**src/asl_consts.svh**
```systemverilog
/*
  register offsets, field positions, reset values and timing counts
  for the serial line control block. assumes inclusion by bare name.
*/
`ifndef ASL_CONSTS_SVH
`define ASL_CONSTS_SVH

// register map (word index on the plain register port)
`define ASL_OFF_FMT      3'h0
`define ASL_OFF_CTL      3'h1
`define ASL_OFF_STAT     3'h2
`define ASL_OFF_DATA     3'h3
`define ASL_OFF_NINTH    3'h4
`define ASL_OFF_BAUD     3'h5

// line_format_control fields
`define ASL_FMT_LOOP     7
`define ASL_FMT_ON       6
`define ASL_FMT_FLIP     5
`define ASL_FMT_LEN9     4
`define ASL_FMT_WAKE     3
`define ASL_FMT_IDLE_COUNT_TYPE     2
`define ASL_FMT_PAR      1
`define ASL_FMT_ODD      0

// tx_rx_control fields
`define ASL_CTL_TEIE     7
`define ASL_CTL_TX_DONE_IRQ_EN     6
`define ASL_CTL_RFIE     5
`define ASL_CTL_IDLE_IRQ_EN     4
`define ASL_CTL_TXON     3
`define ASL_CTL_RXON     2
`define ASL_CTL_STBY     1
`define ASL_CTL_BRK      0

// status fields
`define ASL_ST_TEMPTY    7
`define ASL_ST_TDONE     6
`define ASL_ST_RFULL     5
`define ASL_ST_IDLE      4
`define ASL_ST_OVR       3
`define ASL_ST_FERR      1
`define ASL_ST_PERR      0

// reset values
`define ASL_FMT_RST      8'h00
`define ASL_CTL_RST      8'h00
`define ASL_BAUD_RST     8'h03

// bits per frame (short and long) and oversample per bit
`define ASL_BITS_8       4'ha
`define ASL_BITS_9       4'hb
`define ASL_OVS          5'h10
`define ASL_OVS_MID      5'h08

`endif

```
**src/asl_pkg.sv**
```systemverilog
/*
  types for the serial line control block.
  assumes nothing beyond a systemverilog compiler.
*/
package asl_pkg;
  typedef enum logic [1:0] {
    ASL_TX_IDLE  = 2'b00,
    ASL_TX_PRE   = 2'b01,
    ASL_TX_DATA  = 2'b10,
    ASL_TX_BREAK = 2'b11
  } asl_tx_e;
  typedef logic [7:0] asl_byte_t;
endpackage

```
**src/asl_serial_ctl.sv**
```systemverilog
/*
  serial line control: format and tx/rx control registers, a
  transmitter, a simple oversampling receiver and the request outputs.
  assumes a single 40 MHz clock; rx pin is asynchronous and is
  synchronised here; register port reads answer one cycle later.
*/
// Contract
// loopback disconnects rx pin and feeds tx output into receiver
// module enable runs baud generator; clearing sets empty/done, masks tx irq
// polarity flip inverts every transmitted level including idle and break
// length bit picks 9-bit (11-bit frame) or 8-bit (10-bit frame)
// parity sits in the character msb when parity is on
// parity select: 1 odd, 0 even
// software keeps parity type stable during a character
// wake method: 1 address mark, 0 idle line
// idle count starts after stop bit when 1, after start when 0
// tx requests from empty and done flags each gated by own enable
// rx requests from full and idle flags each gated by own enable
// enabling transmitter sends a preamble of 10 or 11 ones
// disabling transmitter finishes current character, then idles high
// off then on during a transmission queues one idle character
// software leaves tx/rx enables alone while module is off
// rx enable turns receiver on; clearing keeps rx flags
// standby masks rx requests; hardware clears it on wake event
// break bit sends break then a one; held sends breaks back to back
// software waits before toggling break after empty flag sets
// reset clears every bit of both control registers
// empty flag sets on hand-off to shift register; reset sets it
// idle flag sets after 10 or 11 consecutive ones
// address mark wake clears standby and sets full flag
// frame: low start, data lsb first, high stop
`timescale 1ns/1ps
`include "asl_consts.svh"
module asl_serial_ctl (
  // clock and reset
  input  wire logic           i_sys_clk,
  input  wire logic           i_rst,
  // register port
  input  wire logic [2:0]     i_addr,
  input  wire asl_pkg::asl_byte_t i_wdata,
  input  wire logic           i_wr,
  input  wire logic           i_rd,
  output logic [7:0]          o_rdata,
  // serial pins
  input  wire logic           i_serial_in_pin,
  output logic                o_serial_out_pin,
  // requests
  output logic                o_tx_irq,
  output logic                o_rx_irq
);
  import asl_pkg::*;

  logic [7:0] fmt_ff, nxt_fmt;
  logic [7:0] ctl_ff, nxt_ctl;
  logic [7:0] baud_ff, nxt_baud;
  logic [7:0] tdat_ff, nxt_tdat;
  logic [7:0] rdat_ff, nxt_rdat;
  logic       t8_ff, nxt_t8;
  logic       r8_ff, nxt_r8;
  logic       temp_ff, nxt_temp;
  logic       tdone_ff, nxt_tdone;
  logic       rfull_ff, nxt_rfull;
  logic       idle_ff, nxt_idle;
  logic       ovr_ff, nxt_ovr;
  logic       ferr_ff, nxt_ferr;
  logic       perr_ff, nxt_perr;
  logic       armed_ff, nxt_armed;
  logic       sread_ff, nxt_sread;
  logic [7:0] rdata_ff, nxt_rdata;

  wire mod_on   = fmt_ff[`ASL_FMT_ON];
  wire loop_sel = fmt_ff[`ASL_FMT_LOOP];
  wire len9     = fmt_ff[`ASL_FMT_LEN9];
  wire par_on   = fmt_ff[`ASL_FMT_PAR];
  wire par_odd  = fmt_ff[`ASL_FMT_ODD];
  wire tx_on    = ctl_ff[`ASL_CTL_TXON];
  wire rx_on    = ctl_ff[`ASL_CTL_RXON];
  wire [3:0] nbits = len9 ? `ASL_BITS_9 : `ASL_BITS_8;

  // baud divider: one tick per oversample slot, runs only when on
  logic [7:0] bdiv_ff, nxt_bdiv;
  logic       otick;
  always_comb begin
    otick = 1'b0;
    nxt_bdiv = bdiv_ff;
    if (!mod_on) begin
      nxt_bdiv = 8'h00;
    end else if (bdiv_ff == baud_ff) begin
      nxt_bdiv = 8'h00;
      otick = 1'b1;
    end else begin
      nxt_bdiv = bdiv_ff + 8'h01;
    end
  end
  // bit tick every sixteen oversample ticks
  logic [3:0] ovs_ff, nxt_ovs;
  logic       btick;
  always_comb begin
    nxt_ovs = ovs_ff;
    btick = 1'b0;
    if (!mod_on) begin
      nxt_ovs = 4'h0;
    end else if (otick) begin
      nxt_ovs = ovs_ff + 4'h1;
      btick = (ovs_ff == 4'hf);
    end
  end

  // transmitter
  asl_tx_e    txs_ff, nxt_txs;
  logic [10:0] tsh_ff, nxt_tsh;
  logic [3:0] tcnt_ff, nxt_tcnt;
  logic       tline_ff, nxt_tline;
  logic       txon_d_ff, nxt_txon_d;
  logic       qidle_ff, nxt_qidle;
  logic       brkq_ff, nxt_brkq;
  logic       tload;
  logic [8:0] tchar;
  always_comb begin
    // parity replaces the character msb
    tchar = {t8_ff, tdat_ff};
    if (par_on && len9) tchar[8] = ^tdat_ff ^ par_odd;
    if (par_on && !len9) tchar[7] = ^tdat_ff[6:0] ^ par_odd;
  end
  always_comb begin
    nxt_txs = txs_ff;
    nxt_tsh = tsh_ff;
    nxt_tcnt = tcnt_ff;
    nxt_tline = tline_ff;
    nxt_txon_d = tx_on;
    nxt_qidle = qidle_ff;
    nxt_brkq = brkq_ff;
    tload = 1'b0;
    // latch a short break pulse, bit ticks are far apart
    if (ctl_ff[`ASL_CTL_BRK] && tx_on && txs_ff != ASL_TX_BREAK) begin
      nxt_brkq = 1'b1;
    end
    if (!mod_on) begin
      nxt_txs = ASL_TX_IDLE;
      nxt_tline = 1'b1;
      nxt_qidle = 1'b0;
      nxt_brkq = 1'b0;
    end else if (btick) begin
      case (txs_ff)
        ASL_TX_IDLE: begin
          nxt_tline = 1'b1;
          if (tx_on && qidle_ff) begin
            nxt_txs = ASL_TX_PRE;
            nxt_tcnt = nbits;
            nxt_qidle = 1'b0;
          end else if (tx_on && brkq_ff) begin
            nxt_txs = ASL_TX_BREAK;
            nxt_tcnt = nbits;
            nxt_tline = 1'b0;
            nxt_brkq = 1'b0;
          end else if (tx_on && !temp_ff) begin
            tload = 1'b1;
            nxt_txs = ASL_TX_DATA;
            nxt_tcnt = nbits - 4'h1;
            nxt_tline = 1'b0; // start bit low
            nxt_tsh = len9 ? {1'b1, tchar, 1'b1}
                           : {2'b11, tchar[7:0], 1'b1};
          end
        end
        ASL_TX_PRE: begin
          nxt_tline = 1'b1;
          nxt_tcnt = tcnt_ff - 4'h1;
          if (tcnt_ff == 4'h1) nxt_txs = ASL_TX_IDLE;
        end
        ASL_TX_DATA: begin
          nxt_tsh = {1'b1, tsh_ff[10:1]};
          nxt_tline = tsh_ff[1]; // lsb first, stop high
          nxt_tcnt = tcnt_ff - 4'h1;
          if (tcnt_ff == 4'h0) begin
            // finish the character even if disabled
            nxt_tline = 1'b1;
            nxt_txs = qidle_ff ? ASL_TX_PRE : ASL_TX_IDLE;
            nxt_tcnt = nbits;
            nxt_qidle = 1'b0;
          end
        end
        ASL_TX_BREAK: begin
          nxt_tcnt = tcnt_ff - 4'h1;
          nxt_tline = 1'b0;
          if (tcnt_ff == 4'h1) begin
            // held bit chains breaks; release sends a one
            if (ctl_ff[`ASL_CTL_BRK] && tx_on) begin
              nxt_tcnt = nbits;
            end else begin
              nxt_txs = ASL_TX_IDLE;
              nxt_tline = 1'b1;
            end
          end
        end
        default: nxt_txs = ASL_TX_IDLE;
      endcase
    end
    // each enable edge owes a preamble, queued if busy
    if (mod_on && tx_on && !txon_d_ff && nxt_txs != ASL_TX_PRE) begin
      nxt_qidle = 1'b1;
    end
  end

  // rx pin synchroniser; first stage feeds only the second
  logic rxs1_ff, rxs2_ff;
  always_ff @(posedge i_sys_clk or posedge i_rst) begin
    if (i_rst) begin
      rxs1_ff <= 1'b1;
      rxs2_ff <= 1'b1;
    end else begin
      rxs1_ff <= i_serial_in_pin;
      rxs2_ff <= rxs1_ff;
    end
  end
  // loopback takes the unflipped tx line
  wire rx_line = (loop_sel && tx_on && rx_on) ? tline_ff : rxs2_ff;

  // receiver: start detect, mid-bit sampling, idle counting
  logic       rbusy_ff, nxt_rbusy;
  logic [4:0] rph_ff, nxt_rph;
  logic [3:0] rcnt_ff, nxt_rcnt;
  logic [9:0] rsh_ff, nxt_rsh;
  logic [3:0] ones_ff, nxt_ones;
  logic       rdone, rsamp, idle_hit;
  always_comb begin
    nxt_rbusy = rbusy_ff;
    nxt_rph = rph_ff;
    nxt_rcnt = rcnt_ff;
    nxt_rsh = rsh_ff;
    nxt_ones = ones_ff;
    rdone = 1'b0;
    rsamp = 1'b0;
    idle_hit = 1'b0;
    if (!rx_on || !mod_on) begin
      nxt_rbusy = 1'b0;
      nxt_ones = 4'h0;
    end else if (otick) begin
      if (!rbusy_ff) begin
        if (!rx_line) begin
          nxt_rbusy = 1'b1;
          nxt_rph = 5'h00;
          nxt_rcnt = nbits - 4'h1;
        end
      end else begin
        nxt_rph = rph_ff + 5'h01;
        if (rph_ff == `ASL_OVS_MID) rsamp = 1'b1;
        if (rph_ff == `ASL_OVS - 5'h01) nxt_rph = 5'h00;
      end
      if (rsamp) begin
        nxt_rsh = {rx_line, rsh_ff[9:1]};
        nxt_rcnt = rcnt_ff - 4'h1;
        if (rcnt_ff == 4'h0) begin
          rdone = 1'b1;
          nxt_rbusy = 1'b0;
        end
      end
      // idle counting: after start or after stop
      if (rsamp || (!rbusy_ff && ovs_ff == 4'hf)) begin
        if (!rx_line) begin
          nxt_ones = 4'h0;
        end else if (fmt_ff[`ASL_FMT_IDLE_COUNT_TYPE] && rbusy_ff) begin
          nxt_ones = 4'h0;
        end else if (ones_ff != 4'hf) begin
          nxt_ones = ones_ff + 4'h1;
        end
        if (ones_ff == nbits - 4'h1 && rx_line) idle_hit = 1'b1;
      end
    end
  end
  // received character sits above the start bit; stop is the live sample
  wire [8:0] rchar = len9 ? rsh_ff[9:1] : {rsh_ff[9], rsh_ff[9:2]};
  wire       rstop = rx_line;
  wire       rmsb  = len9 ? rsh_ff[9] : rsh_ff[9];
  wire       rpar_bad = par_on &&
    (len9 ? (^rsh_ff[9:1] ^ par_odd) : (^rsh_ff[9:2] ^ par_odd));
  wire       standby = ctl_ff[`ASL_CTL_STBY];
  wire       wake_mark = fmt_ff[`ASL_FMT_WAKE];
  wire       am_wake = standby && wake_mark && rdone && rmsb;
  wire       id_wake = standby && !wake_mark && idle_hit;
  wire       rx_take = rdone && (!standby || am_wake);

  // register writes and flags; hardware set beats software clear
  wire wr_fmt  = i_wr && i_addr == `ASL_OFF_FMT;
  wire wr_ctl  = i_wr && i_addr == `ASL_OFF_CTL;
  wire wr_dat  = i_wr && i_addr == `ASL_OFF_DATA;
  wire rd_stat = i_rd && i_addr == `ASL_OFF_STAT;
  wire rd_dat  = i_rd && i_addr == `ASL_OFF_DATA;
  wire tx_busy = txs_ff != ASL_TX_IDLE;
  always_comb begin
    nxt_fmt = wr_fmt ? i_wdata : fmt_ff;
    nxt_ctl = wr_ctl ? i_wdata : ctl_ff;
    if (id_wake || am_wake) nxt_ctl[`ASL_CTL_STBY] = 1'b0;
    nxt_baud = (i_wr && i_addr == `ASL_OFF_BAUD) ? i_wdata : baud_ff;
    nxt_t8 = (i_wr && i_addr == `ASL_OFF_NINTH) ? i_wdata[6] : t8_ff;
    nxt_tdat = wr_dat ? i_wdata : tdat_ff;
    nxt_temp = temp_ff;
    if (wr_dat && sread_ff) nxt_temp = 1'b0;
    if (tload || !mod_on) nxt_temp = 1'b1;
    nxt_tdone = temp_ff && !tx_busy && !tload;
    if (!mod_on) nxt_tdone = 1'b1;
    nxt_sread = rd_stat ? 1'b1 : ((wr_dat || rd_dat) ? 1'b0 : sread_ff);
    nxt_rdat = rdat_ff;
    nxt_r8 = r8_ff;
    nxt_rfull = rfull_ff;
    nxt_ovr = ovr_ff;
    nxt_ferr = ferr_ff;
    nxt_perr = perr_ff;
    nxt_idle = idle_ff;
    nxt_armed = armed_ff;
    if (rd_dat && sread_ff) begin
      nxt_rfull = 1'b0;
      nxt_ovr = 1'b0;
      nxt_ferr = 1'b0;
      nxt_perr = 1'b0;
      if (idle_ff) nxt_armed = 1'b0;
      nxt_idle = 1'b0;
    end
    if (rx_take) begin
      if (rfull_ff && !(rd_dat && sread_ff)) begin
        nxt_ovr = 1'b1;
      end else begin
        nxt_rdat = rchar[7:0];
        nxt_r8 = rchar[8];
        nxt_rfull = 1'b1;
        nxt_ferr = !rstop;
        nxt_perr = rpar_bad;
      end
      nxt_armed = 1'b1;
    end
    if (idle_hit && armed_ff && !id_wake) nxt_idle = 1'b1;
  end

  // read mux, answer one cycle after the strobe
  always_comb begin
    nxt_rdata = 8'h00;
    if (i_rd) begin
      case (i_addr)
        `ASL_OFF_FMT:   nxt_rdata = fmt_ff;
        `ASL_OFF_CTL:   nxt_rdata = ctl_ff;
        `ASL_OFF_STAT:  nxt_rdata = {temp_ff, tdone_ff, rfull_ff, idle_ff,
                                     ovr_ff, 1'b0, ferr_ff, perr_ff};
        `ASL_OFF_DATA:  nxt_rdata = rdat_ff;
        `ASL_OFF_NINTH: nxt_rdata = {r8_ff, t8_ff, 6'h00};
        `ASL_OFF_BAUD:  nxt_rdata = baud_ff;
        default:        nxt_rdata = 8'h00;
      endcase
    end
  end

  // request and pin outputs, registered
  logic txirq_ff, rxirq_ff, pin_ff;
  wire nxt_txirq = mod_on && ((temp_ff && ctl_ff[`ASL_CTL_TEIE]) ||
                   (tdone_ff && ctl_ff[`ASL_CTL_TX_DONE_IRQ_EN]));
  wire nxt_rxirq = !standby && ((rfull_ff && ctl_ff[`ASL_CTL_RFIE]) ||
                   (idle_ff && ctl_ff[`ASL_CTL_IDLE_IRQ_EN]));
  wire nxt_pin = tline_ff ^ fmt_ff[`ASL_FMT_FLIP];

  // all state registers except the rx pin synchroniser
  always_ff @(posedge i_sys_clk or posedge i_rst) begin
    if (i_rst) begin
      fmt_ff <= `ASL_FMT_RST;
      ctl_ff <= `ASL_CTL_RST;
      baud_ff <= `ASL_BAUD_RST;
      bdiv_ff <= 8'h00;
      ovs_ff <= 4'h0;
      tdat_ff <= 8'h00;
      rdat_ff <= 8'h00;
      t8_ff <= 1'b0;
      r8_ff <= 1'b0;
      temp_ff <= 1'b1;
      tdone_ff <= 1'b1;
      rfull_ff <= 1'b0;
      idle_ff <= 1'b0;
      ovr_ff <= 1'b0;
      ferr_ff <= 1'b0;
      perr_ff <= 1'b0;
      armed_ff <= 1'b0;
      sread_ff <= 1'b0;
      rdata_ff <= 8'h00;
      txs_ff <= ASL_TX_IDLE;
      tsh_ff <= 11'h7ff;
      tcnt_ff <= 4'h0;
      tline_ff <= 1'b1;
      txon_d_ff <= 1'b0;
      qidle_ff <= 1'b0;
      brkq_ff <= 1'b0;
      rbusy_ff <= 1'b0;
      rph_ff <= 5'h00;
      rcnt_ff <= 4'h0;
      rsh_ff <= 10'h000;
      ones_ff <= 4'h0;
      txirq_ff <= 1'b0;
      rxirq_ff <= 1'b0;
      pin_ff <= 1'b1;
    end else begin
      fmt_ff <= nxt_fmt;
      ctl_ff <= nxt_ctl;
      baud_ff <= nxt_baud;
      bdiv_ff <= nxt_bdiv;
      ovs_ff <= nxt_ovs;
      tdat_ff <= nxt_tdat;
      rdat_ff <= nxt_rdat;
      t8_ff <= nxt_t8;
      r8_ff <= nxt_r8;
      temp_ff <= nxt_temp;
      tdone_ff <= nxt_tdone;
      rfull_ff <= nxt_rfull;
      idle_ff <= nxt_idle;
      ovr_ff <= nxt_ovr;
      ferr_ff <= nxt_ferr;
      perr_ff <= nxt_perr;
      armed_ff <= nxt_armed;
      sread_ff <= nxt_sread;
      rdata_ff <= nxt_rdata;
      txs_ff <= nxt_txs;
      tsh_ff <= nxt_tsh;
      tcnt_ff <= nxt_tcnt;
      tline_ff <= nxt_tline;
      txon_d_ff <= nxt_txon_d;
      qidle_ff <= nxt_qidle;
      brkq_ff <= nxt_brkq;
      rbusy_ff <= nxt_rbusy;
      rph_ff <= nxt_rph;
      rcnt_ff <= nxt_rcnt;
      rsh_ff <= nxt_rsh;
      ones_ff <= nxt_ones;
      txirq_ff <= nxt_txirq;
      rxirq_ff <= nxt_rxirq;
      pin_ff <= nxt_pin;
    end
  end

  assign o_rdata = rdata_ff;
  assign o_serial_out_pin = pin_ff;
  assign o_tx_irq = txirq_ff;
  assign o_rx_irq = rxirq_ff;
endmodule

```
**config.mk**
```make
export PLATFORM = sky130hd
export DESIGN_NAME = asl_serial_ctl
export DESIGN_NICKNAME = d
export VERILOG_FILES = /design/src/asl_pkg.sv /design/src/asl_serial_ctl.sv
export VERILOG_INCLUDE_DIRS = /design/src
export SDC_FILE = /design/constraint.sdc
export NUM_CORES = 1
export LEC_CHECK = 0
export ABC_AREA = 1
export BUFFER_PORTS_ARGS = -buffer_cell sky130_fd_sc_hd__buf_4
export CAP_MARGIN = 10
export CORE_MARGIN = 5
export CORE_UTILIZATION = 50
export CTS_CLUSTER_DIAMETER = 80
export CTS_CLUSTER_SIZE = 24
export DETAILED_ROUTE_END_ITERATION = 12
export PLACE_DENSITY = 0.69
export SYNTH_ARGS = -nofsm -noshare
export SYNTH_HDL_FRONTEND = slang
export SYNTH_SLANG_ARGS = --single-unit
```
**constraint.sdc**
```tcl
create_clock -name i_sys_clk -period 3.3 [get_ports i_sys_clk]
set_clock_uncertainty 0.15 [all_clocks]
set_input_delay 0.33 -clock i_sys_clk [delete_from_list [all_inputs] [get_ports i_sys_clk]]
set_output_delay 0.33 -clock i_sys_clk [all_outputs]
set_load 0.01 [all_outputs]
```
; ---- After elaboration in Yosys (flattened, before gate mapping)
; Cells that the tools add are included.
[op_classes]
addsub = 7
eq_ne = 31
muxes = 120
bitwise = 7
n_reduce_logical = 90
[ops]
columns = cell, n
row1 = two-way mux 1 bit, 76
row2 = two-way mux 4 bit, 17
row3 = one-hot mux 8 bit (6 select lines), 1
row4 = logical AND 1 bit, 42
row5 = two-way mux 11 bit, 3
row6 = two-way mux 8 bit, 4
row7 = one-hot mux 11 bit (2 select lines), 1
row8 = two-way mux 2 bit, 10
row9 = nonzero test 2 bit, 10
row10 = inequality test 4 bit (second input constant), 4
row11 = one-hot mux 4 bit (4 select lines), 1
row12 = XOR reduction 8 bit, 2
row13 = two-way mux 5 bit, 3
row14 = zero test 1 bit, 13
row15 = AND reduction 3 bit, 4
row16 = subtractor 4 x 1 -> 4 bit (second input constant), 3
row17 = equality test 5 x 4 -> 1 bit (second input constant), 2
row18 = two-way mux 10 bit, 1
row19 = inequality test 2 x 1 -> 1 bit (second input constant), 5
row20 = inequality test 2 bit (second input constant), 5
row21 = XOR reduction 9 bit, 1
row22 = adder 4 x 1 -> 4 bit (second input constant), 2
row23 = adder 8 x 1 -> 8 bit (second input constant), 1
row24 = equality test 8 bit, 1
row25 = 24 further kinds, 43
[totals]
ff_bits = 121
inputBits = 16
out_inout_bits = 11
word_cells = 292

; ---- Depth between registers and ports, before layout
; Gate-level depths: netlist of run 1.
[logic_depth]
depth_word = 14
depth_mapped = 14
depth_no_buf = 13

; ---- Least setup slack after synthesis of run 1
; Ideal clock, no wire load.
[synth_path]
path_kind = flip-flop to flip-flop
startpoint = register rph_ff[0]
endpoint = register r8_ff
setup_time_ps = 117
arrival_ps = 1752
required_ps = 3033
path_slack_ps = 1281
path_stages_with_launch = 13
n_path_buf = 1
synth_period_minus_slack_ps = 2019
path_cell_list = dfrtp_1 -> inv_1 -> ha_1 -> nand2_1 -> inv_1 -> nand4_1 -> inv_1 -> nand4_2 -> nor2_4 -> nand2_4 -> buf_6 -> o21ai_1 -> inv_1
[synth_via]
elab_chain_len = 13
[synth_lines]
columns = item, line_no
row1 = start: declaration, asl_serial_ctl.sv:220  ; logic [4:0] rph_ff, nxt_rph;
row2 = start signal: assignment, asl_serial_ctl.sv:423  ; rph_ff <= nxt_rph;
row3 = equality test 5 x 4 -> 1 bit (no source line) (*), --
row4 = two-way mux 1 bit (*), asl_serial_ctl.sv:246  ; if (rph_ff == `ASL_OVS_MID) rsamp = 1'b1;
row5 = two-way mux 1 bit (*), asl_serial_ctl.sv:238  ; if (!rbusy_ff) begin
row6 = two-way mux 1 bit (*), asl_serial_ctl.sv:237  ; end else if (otick) begin
row7 = two-way mux 1 bit (*), asl_serial_ctl.sv:234  ; if (!rx_on || !mod_on) begin
row8 = two-way mux 1 bit (*), asl_serial_ctl.sv:249  ; if (rsamp) begin
row9 = two-way mux 1 bit (*), asl_serial_ctl.sv:237
row10 = two-way mux 1 bit (*), asl_serial_ctl.sv:234
row11 = logical AND 1 bit (2 in a row), asl_serial_ctl.sv:278  ; wire am_wake = standby && wake_mark && rdone && rmsb;
row12 = logical OR 1 bit, asl_serial_ctl.sv:280  ; wire rx_take = rdone && (!standby || am_wake);
row13 = logical AND 1 bit (*), asl_serial_ctl.sv:280
row14 = AND reduction 2 bit (no source line) (*), --
row15 = end signal: assignment, asl_serial_ctl.sv:404  ; r8_ff <= nxt_r8;
row16 = end: declaration, asl_serial_ctl.sv:59  ; logic r8_ff, nxt_r8;
; Every way passes the cells marked *; elsewhere a longest branch is shown, timed or not. The select of a mux whose other input is x is not followed.
; A chain may end at the register's enable or synchronous reset.

; ---- Worst setup path after layout of run 1
[layout_path]
startpoint = register rph_ff[0]
endpoint = register rsh_ff[9]
[layout_via]
elab_chain_len = 6
[layout_lines]
columns = item, line_no
row1 = equality test 5 x 4 -> 1 bit (no source line), --
row2 = two-way mux 1 bit, asl_serial_ctl.sv:246
row3 = two-way mux 1 bit, asl_serial_ctl.sv:238
row4 = two-way mux 1 bit, asl_serial_ctl.sv:237
row5 = two-way mux 1 bit, asl_serial_ctl.sv:234
row6 = AND reduction 3 bit (no source line), --
row7 = end signal: assignment, asl_serial_ctl.sv:425  ; rsh_ff <= nxt_rsh;
row8 = end: declaration, asl_serial_ctl.sv:222  ; logic [9:0] rsh_ff, nxt_rsh;
; Every way passes these cells. The select of a mux whose other input is x is not followed.

==> Implementation_results.wiki, run 1 <==
{| class="wikitable"
! Metric !! Value
|-
| Synthesized area || 0.00637 mm^2
|-
| Final Hold Viols || 0
|-
| Ranking of synthesized cells by instance count || 224 x sky130_fd_sc_hd__nand2_1, 133 x sky130_fd_sc_hd__inv_1, 101 x sky130_fd_sc_hd__dfrtp_1
|-
| Accumulated negative setup slack || 0 ns
|-
| Top cell type's share of synthesized area || 0.396
|-
| CTS HTree Levels || 4
|-
| First-iteration detailed-routing DRC count || approximately 330
|-
| TritonCTS buffer count || 17
|-
| Register-to-register setup slack || 0.96 ns
|-
| Number of sinks handled by clock tree synthesis || 118
|-
| Post-CTS setup repair buffer count || 0
|-
| Latest clock arrival within the worst-skew pair || 0.41 ns
|-
| Reg-to-Reg End || rsh_ff[9]$_DFFE_PP0P_
|-
| Endpoint of the worst hold path || tdat_ff[7]$_DFFE_PP0P_
|-
| Initial antenna violation count || 0
|-
| Y dimension of the die || 123 um
|-
| Path class of the lowest-slack min-delay path || primary input to flip-flop
|-
| Non-filler cells in the finished layout || 1,068
|-
| Leakage dissipation || ~3.7 nW
|-
| Via count || 5,478
|-
| Endpoint arrival time on the critical path || 2.49 ns
|-
| Chip Width || 123 um
|-
| R2r worst-path depth || 9
|-
| Crit Path Max Fanout || 18
|-
| Top flip-flop cell by instance count after synthesis || sky130_fd_sc_hd__dfrtp_1
|-
| Register area share after synthesis || 0.467
|-
| Synth-to-Final Area Change || 17.1%
|-
| Power per cell area || 587 mW/mm^2
|-
| Total instance count after detailed placement || 1,029
|-
| Buffers added on ports || 26
|-
| Status || completed
|-
| Endpoint kind of the worst setup timing path || flip-flop
|-
| Remaining antenna violation count || 0
|-
| Total wire length after detailed routing || about 15,000 um
|-
| First-pass detailed-route iteration total || 6
|-
| Post-detailed-placement half-perimeter wirelength || 11,000 um
|-
| Net count after synthesis || 868
|-
| Number of global-route vias before repair || roughly 5,200
|-
| Most numerous cell in the Yosys netlist || sky130_fd_sc_hd__nand2_1
|-
| Worst slew slack as a fraction of its limit || 0.416
|-
| Setup Crit Path Kind || flip-flop to flip-flop
|-
| Antenna diode count || 0
|-
| Post-synthesis cell type with the largest combined area || sky130_fd_sc_hd__dfrtp_1
|-
| Via-to-Cell Ratio || 5.13
|-
| Clock transition at the register clock pins on the worst setup and hold paths after CTS || 0.05 ns
|-
| Worst hold start || i_wdata[7]
|-
| Post-synthesis register bit count || 118
|-
| Final setup violation count || 0
|-
| Worst EP required || approximately 3.5 ns
|-
| Final layout net count || about 900
|-
| RSZ-0062 raised after global routing || no
|-
| Maximum number of pins on one net before global-route repair || 55
|-
| Share of synthesized registers carrying an async set or reset || 1.00
|-
| Std-Cell Core Area || 0.0126 mm^2
|-
| Final period util || 0.710
|-
| Post-synth EDFFs || 0
|-
| Proportion of layout cells with a drive suffix above 1 || 0.110
|-
| Synth warnings || 0
|-
| Post-synthesis cell count || approximately 840
|-
| Minimum clock period after layout || ~2.3 ns
|-
| CTS tree || yes
|-
| Avg Synthesized Cell Area || around 7.6 um^2
|-
| Die area || roughly 0.015 mm^2
|-
| Overall track demand over capacity in global routing || 0.214
|-
| Number of gates resized after cts || 0
|-
| Number of placed I/O pins || 27
|-
| Effective utilization at floorplan || 0.507
|-
| R2R Path Start || rph_ff[0]$_DFFE_PP0P_
|-
| Count of unresolved DRC violations after routing || 0
|-
| Clock Tree Root || sky130_fd_sc_hd__clkbuf_16
|-
| Max-slew violations || 0
|-
| Biggest area contributors in the synthesized netlist || sky130_fd_sc_hd__dfrtp_1 40%, sky130_fd_sc_hd__nand2_1 13%, sky130_fd_sc_hd__inv_1 7.8%
|-
| Largest vdd supply drop || 363 uV
|-
| Total number of placement rows || 41
|-
| Worst-Margin Slew || 0.874 ns
|-
| Number of instances on the worst hold path || 3
|-
| Achievable clock frequency || roughly 430 MHz
|-
| Wire length of the first global-routing pass || 25,100 um
|-
| Unique cell type count in the Yosys netlist || 44
|-
| Routability congestion estimate || 0.910
|-
| Average wire per standard cell || 14.1 um
|-
| CP startpoint kind || flip-flop
|-
| Maximum buffer depth of the clock tree || 2
|-
| Max-Cap Viols || 0
|-
| Total global routing overflow || 0
|}
## state kept, by name (all words and copies together) (netlist names), 2 cells and up
signal and flops:
rsh_ff 9, tsh_ff 9, baud_ff 8, bdiv_ff 8
ctl_ff 8, fmt_ff 8, o_rdata 8, rdat_ff 8
tdat_ff 8, rph_ff 5, ones_ff 4, ovs_ff 4
rcnt_ff 4, tcnt_ff 4, txs_ff 2
## cell families after synthesis
logic type	share of synthesized area
AND/OR/NAND/NOR	0.247
AO/OA/AOI/OAI	0.140
buffers and inverters	0.0964
flip-flops	0.467
XOR/XNOR	0.0261
adder cells (fa/ha/maj)	0.0216
multiplexers	0.00157
## where the power goes
part	leakage [nW]	total, mW	switching [mW]	internal, mW
clock network	0.307	1.95	0.635	1.32
logic	1.93	0.683	0.422	0.261
registers	1.47	1.75	0.146	1.60
total	3.71	4.38	1.20	3.18
## stage by stage
stage / power, mW / setup slack, ns / cell area, um^2 / utilization / hold WS (ns)
6_report: 4.38 / 0.957 / 7460 / 0.594 / 0.0530
5_1_grt: 4.61 / 0.720 / 7460 / 0.594 / 0.0529
4_1_cts: 4.42 / 0.964 / 7460 / 0.594 / 0.0431
3_5_place_dp: 2.44 / 0.972 / 6770 / 0.539 / 0.213
3_3_place_gp: 2.43 / 1.06 / 6770 / 0.539 / 0.210
2_1_floorplan: 2.22 / 1.28 / 6380 / - / 0.184
## metal layers
layer,share of wire,global-route usage,routed length [um],vias up
met1,0.45,0.279,6710,2531
met5,0,0,0,-
met2,0.48,0.347,7240,142
met4,0.019,0.0749,292,0
met3,0.053,0.0549,804,30
li1,-,-,-,2775
## worst max-delay path by stage
stage,to,from,slack (ns),depth (start not counted)
after floorplan,r8_ff$_DFFE_PP0P_,rph_ff[0]$_DFFE_PP0P_,1.28,12
after global placement,idle_ff$_DFFE_PP0P_,rph_ff[0]$_DFFE_PP0P_,1.06,11
after detailed placement,rsh_ff[6]$_DFFE_PP0P_,rph_ff[0]$_DFFE_PP0P_,0.97,9
after CTS,rsh_ff[6]$_DFFE_PP0P_,rph_ff[0]$_DFFE_PP0P_,0.96,9
after global routing,rsh_ff[7]$_DFFE_PP0P_,rph_ff[0]$_DFFE_PP0P_,0.72,9
final,rsh_ff[9]$_DFFE_PP0P_,rph_ff[0]$_DFFE_PP0P_,0.96,9
## placed cells by master, fill, tap and decap left out, types with 3 or more instances in the layout
cell type | synthesis | routed
sky130_fd_sc_hd__dlygate4sd3_1 | 0 | 7
sky130_fd_sc_hd__buf_4 | 1 | 32
sky130_fd_sc_hd__nor3_1 | 14 | 14
sky130_fd_sc_hd__bufinv_16 | 0 | 4
sky130_fd_sc_hd__nand3_1 | 46 | 46
sky130_fd_sc_hd__xnor2_1 | 10 | 10
sky130_fd_sc_hd__nor2_2 | 3 | 3
sky130_fd_sc_hd__a21oi_1 | 37 | 37
sky130_fd_sc_hd__clkbuf_1 | 12 | 3
sky130_fd_sc_hd__xor2_1 | 9 | 9
sky130_fd_sc_hd__o21ai_0 | 70 | 70
sky130_fd_sc_hd__nand4_1 | 5 | 5
sky130_fd_sc_hd__o21ai_1 | 10 | 10
sky130_fd_sc_hd__ha_1 | 11 | 11
sky130_fd_sc_hd__nand2_1 | 224 | 224
sky130_fd_sc_hd__o22ai_1 | 13 | 13
sky130_fd_sc_hd__inv_1 | 133 | 132
sky130_fd_sc_hd__a211oi_1 | 7 | 7
sky130_fd_sc_hd__clkinv_2 | 0 | 4
sky130_fd_sc_hd__o21a_1 | 7 | 7
sky130_fd_sc_hd__a221oi_1 | 3 | 3
sky130_fd_sc_hd__clkbuf_16 | 0 | 17
sky130_fd_sc_hd__dfrtp_1 | 101 | 101
sky130_fd_sc_hd__inv_2 | 6 | 6
sky130_fd_sc_hd__nor2_1 | 67 | 67
sky130_fd_sc_hd__nand3b_1 | 3 | 3
sky130_fd_sc_hd__a31oi_1 | 4 | 4
sky130_fd_sc_hd__dfstp_2 | 17 | 17
sky130_fd_sc_hd__clkbuf_8 | 0 | 3
## worst max-delay path: stages (launching register included)
cell and delay (ns):
sky130_fd_sc_hd__dfrtp_1 0.39, sky130_fd_sc_hd__inv_1 0.10, sky130_fd_sc_hd__ha_1 0.16, sky130_fd_sc_hd__nand2_1 0.06
sky130_fd_sc_hd__inv_1 0.05, sky130_fd_sc_hd__nand4_1 0.32, sky130_fd_sc_hd__nor3_4 0.69, sky130_fd_sc_hd__nor2_1 0.10
sky130_fd_sc_hd__a21oi_1 0.15, sky130_fd_sc_hd__inv_1 0.05
## repair_timing
item,4_1_cts,5_1_grt
setup endpoints to repair,0,0
hold endpoints to repair,44,0
hold buffers,7,0
## cell type report
cell class                 instances  area (um^2)
fill                            1144         5100
sequential                       118         2970
multi-input combinational        565         2790
inverter                         141          533
clock buffer                      23          478
timing repair buffer              40          330
tap                              172          215
clock inverter                     9          148
No activity file was read; power rests on OpenSTA's default activity.
==> inputs of run 2 (changes only) <==
--- a/config.mk
+++ b/config.mk
@@ -6,7 +6,7 @@
 export SDC_FILE = /design/constraint.sdc
 export NUM_CORES = 1
 export LEC_CHECK = 0
-export ABC_AREA = 1
+export ABC_AREA = 0
 export BUFFER_PORTS_ARGS = -buffer_cell sky130_fd_sc_hd__buf_4
 export CAP_MARGIN = 10
 export CORE_MARGIN = 5
==> constraint.sdc (replaced) <==
create_clock -name i_sys_clk -period 2.1 [get_ports i_sys_clk]
set_clock_uncertainty 0.15 [all_clocks]
set_input_delay 0.21 -clock i_sys_clk [delete_from_list [all_inputs] [get_ports i_sys_clk]]
set_output_delay 0.21 -clock i_sys_clk [all_outputs]
set_load 0.01 [all_outputs]
==> run 2 against run 1 <==
Effect of this change: the run now ends with setup timing left; final cell count down 21%; maximum frequency increased by 6.2%; clock-buffer cell count fell by 5; sequential power is 58% higher; first-iteration DRC count is 2.1% higher; global-route usage is 1.1 points higher; worst hold slack lost 0.030 ns; critical path depth is 4 lower; flip-flop and latch count is the same; register-to-register slack worse by 1.1 ns; sequential share of layout area is 2.3 points lower; synthesized cell count fell by 33%.
==> Implementation_results.wiki, run 2 <==
{| class="wikitable"
! Metric !! Value
|-
| Routability congestion estimate || 0.824 (-9.4%)
|-
| Violations in the final reports || setup timing
|-
| Number of global-route vias before repair || 4,879 (-6.6%)
|-
| Int Pwr || 5.18 mW (+63%)
|-
| Most frequent standard cell in the layout excluding fill and tap cells || sky130_fd_sc_hd__dfrtp_1
|-
| Clock transition at the register clock pins on the worst setup and hold paths after CTS || 0.05 ns (about the same)
|-
| Max-slew violations || 0 (unchanged)
|-
| Std-Cell Core Area || 0.0120 mm^2 (-4.8%)
|-
| Endpoint kind of the worst setup timing path || flip-flop
|-
| Total power after layout || 7.18 mW (+64%)
|-
| Ranking of synthesized cells by instance count || 101 x sky130_fd_sc_hd__dfrtp_1, 50 x sky130_fd_sc_hd__nand2_1, 43 x sky130_fd_sc_hd__mux2_2
|-
| Effective utilization at floorplan || 0.507 (about the same)
|-
| Synthesized area || 0.00607 mm^2 (-4.8%)
|-
| Crit Path Max Fanout || 6 (-12)
|-
| Share of total power in the clock network || 0.408 (-0.037)
|-
| Synth warnings || 0 (unchanged)
|-
| Achievable clock frequency || 453 MHz (+6.2%)
|-
| Registers with the most flip-flops || rsh_ff (9), tsh_ff (9)
|-
| Endpoint arrival time on the critical path || 2.36 ns (-0.13 ns)
|-
| CTS HTree Levels || 4 (unchanged)
|-
| Worst slew slack as a fraction of its limit || 0.589 (+0.173)
|-
| Register area share after synthesis || 0.490 (+0.0237)
|-
| CP startpoint kind || flip-flop
|-
| Post-synthesis cell type with the largest combined area || sky130_fd_sc_hd__dfrtp_1
|-
| Combinational share of power || 0.209 (+0.053)
|-
| Count of unresolved DRC violations after routing || 0 (unchanged)
|-
| Chip Width || 120 um (-2.2%)
|-
| Total wire length after detailed routing || 15,300 um (+1.8%)
|-
| # fillers || 894 (-22%)
|-
| Post-detailed-placement half-perimeter wirelength || 10,800 um (-2.1%)
|-
| Final layout net count || 707 (-22%)
|-
| Post-placement cell area || 0.00693 mm^2 (+2.4%)
|-
| Clock Tree Root || sky130_fd_sc_hd__clkbuf_16
|-
| TritonCTS buffer count || 17 (unchanged)
|-
| Number of sinks handled by clock tree synthesis || 118 (unchanged)
|-
| Via count || 4,791 (-13%)
|-
| Die area || 0.0144 mm^2 (-4.4%)
|-
| First-pass detailed-route iteration total || 4 (-2)
|-
| Average wire per standard cell || 18.2 um (+29%)
|-
| Unique cell type count in the Yosys netlist || 67 (+52%)
|-
| Top cell type's share of synthesized area || 0.417 (+0.0201)
|-
| Switching Fraction || 0.278 (+0.00410)
|-
| Most numerous cell in the Yosys netlist || sky130_fd_sc_hd__dfrtp_1
|-
| Post-route cell area || 0.00792 mm^2 (+6.1%)
|-
| Synth-to-Final Area Change || 30.5%
|-
| Top flip-flop cell by instance count after synthesis || sky130_fd_sc_hd__dfrtp_1
|-
| Avg Synthesized Cell Area || 10.8 um^2 (+43%)
|-
| Total global routing overflow || 0 (unchanged)
|-
| Biggest area contributors in the synthesized netlist || sky130_fd_sc_hd__dfrtp_1 42%, sky130_fd_sc_hd__mux2_2 8.0%, sky130_fd_sc_hd__dfstp_2 7.4%
|-
| Post-synthesis register bit count || 118 (unchanged)
|-
| Post-synth EDFFs || 0 (unchanged)
|-
| Antenna diode count || 0 (unchanged)
|-
| Share of synthesized registers carrying an async set or reset || 1.00 (unchanged)
|-
| Via-to-Cell Ratio || 5.70 (+11%)
|-
| Final setup violation count || 27 (+27)
|-
| Final Hold Viols || 0 (unchanged)
|-
| Worst-Margin Slew || 0.616 ns (-0.258 ns)
|-
| Leakage dissipation || 3.51 nW (-5.3%)
|-
| Final period util || 1.05 (+0.340)
|-
| Y dimension of the die || 120 um (-2.2%)
|-
| Post-layout worst setup margin || -0.106 ns (-1.06 ns)
|-
| Initial antenna violation count || 0 (unchanged)
|-
| Total number of placement rows || 40 (-2.4%)
|-
| Worst EP required || 2.25 ns (-1.20 ns)
|-
| Switch Pwr || 2.00 mW (+66%)
|-
| Overall track demand over capacity in global routing || 0.225 (+0.0109)
|-
| Latest clock arrival within the worst-skew pair || 0.42 ns (about the same)
|-
| Proportion of layout cells with a drive suffix above 1 || 0.359 (+0.249)
|-
| Setup Crit Path Kind || flip-flop to flip-flop
|-
| Maximum number of pins on one net before global-route repair || 44 (-20%)
|-
| Accumulated negative setup slack || -1.06 ns (-1.06 ns)
|-
| Status || complete, but fails checks
|-
| Remaining antenna violation count || 0 (unchanged)
|-
| Minimum clock period after layout || 2.21 ns (-0.137 ns)
|-
| First-iteration detailed-routing DRC count || 334 (+2.1%)
|-
| Largest vdd supply drop || 794 uV (+120%)
|-
| Number of placed I/O pins || 27 (unchanged)
|-
| Net count after synthesis || 588 (-32%)
|-
| Maximum buffer depth of the clock tree || 2 (unchanged)
|-
| Post-synthesis cell count || 561 (-33%)
|-
| Commonest non-fill, non-tap cells in the layout || 101 x sky130_fd_sc_hd__dfrtp_1, 96 x sky130_fd_sc_hd__buf_4, 49 x sky130_fd_sc_hd__nand2_1
|-
| Path class of the lowest-slack min-delay path || primary input to flip-flop
|-
| RSZ-0062 raised after global routing || yes
|-
| Power per cell area || 907 mW/mm^2 (+54%)
|-
| Max-Cap Viols || 0 (unchanged)
|-
| Wire length of the first global-routing pass || 25,100 um (+0.30%)
|-
| CTS tree || yes
|-
| Part of the total power dissipated in sequential elements || 0.384 (-0.015)
|-
| Buffers added on ports || 26 (unchanged)
|}
[run 2: repair_timing]
action	in CTS	in global routing
hold buffers	12	0
endpoints found under the hold margin	62	0
gates resized for setup	26	20
buffers inserted	8	6
pin swaps	9	19
setup endpoints to repair	50	49
[run 2: critical path: stages (launching register included)]
cell and delay (ns):
sky130_fd_sc_hd__dfstp_2 0.55, sky130_fd_sc_hd__xnor2_2 0.13, sky130_fd_sc_hd__nand4_4 0.16, sky130_fd_sc_hd__or2_4 0.29, sky130_fd_sc_hd__a2111o_1 0.47, sky130_fd_sc_hd__mux2_4 0.34
[run 2: logic make-up (layout without fill, tap and decap cells)]
logic type / count (synthesis) / after routing / synth area share
mux: 72 / 72 / 0.140
compound gates: 100 / 100 / 0.108
buf+inv: 39 / 171 / 0.0285
simple gates: 186 / 186 / 0.159
flops: 118 / 118 / 0.490
xor+xnor: 35 / 35 / 0.0518
fa+ha+maj: 11 / 11 / 0.0227
[run 2: power by group through the flow]
stage                     Clock (mW)  Sequential [mW]  Combinational (mW)
after CTS                       2.97             2.75                1.47
final                           2.93             2.76                1.50
after global routing            3.09             2.78                1.62
after detailed placement           0             2.78                1.35
after floorplan                    0             2.73               0.811
after global placement             0             2.76                1.31
[run 2: layout make-up]
cell class	count	area, um^2	share of cell area
Multi-Input combinational cell	404	3080	0.389
Clock inverter	14	159	0.0201
Clock buffer	18	439	0.0555
Sequential cell	118	2970	0.376
Inverter	20	78.8	0.00995
Tap cell	147	184	0.0232
Timing Repair Buffer	119	1000	0.126
[run 2: path summary, 6_finish.rpt]
| check | start | endpoint | slack [ns] | cells past startpoint |
|---|---|---|---|---|
| worst max register to register | baud_ff[1]$_DFFE_PP1P_ | tcnt_ff[0]$_DFFE_PP0P_ | -0.11 | 5 |
| worst min-delay path | i_addr[0] | sread_ff$_DFFE_PP0P_ | 0.02 | 2 |
| worst max-delay path | baud_ff[1]$_DFFE_PP1P_ | tcnt_ff[0]$_DFFE_PP0P_ | -0.11 | 5 |
| min in group asynchronous | i_rst | rdat_ff[0]$_DFFE_PP0P_ | 0.28 | 3 |
| worst min register to register | rxs1_ff$_DFF_PP1_ | rxs2_ff$_DFF_PP1_ | 0.21 | 0 |
| max in group asynchronous | i_rst | tsh_ff[4]$_DFFE_PP1P_ | 0.78 | 4 |
[run 2: routing by layer]
| metal | wire length, um | GRT usage | up-vias |
|---|---|---|---|
| li1 | - | - | 2234 |
| met1 | 6600 | 0.284 | 2402 |
| met2 | 7670 | 0.376 | 127 |
| met3 | 711 | 0.0551 | 28 |
| met4 | 345 | 0.0802 | 0 |
| met5 | 0 | 0 | - |
[run 2: through the flow]
step,utilization,std cells,hold slack (ns),worst slack (ns)
2_1_floorplan,-,561,0.0645,-0.0801
3_3_place_gp,0.579,783,0.168,-0.136
3_5_place_dp,0.579,783,0.174,-0.213
4_1_cts,0.654,835,0.0128,-0.0842
5_1_grt,0.662,840,0.0238,-0.162
6_report,0.662,840,0.0228,-0.106
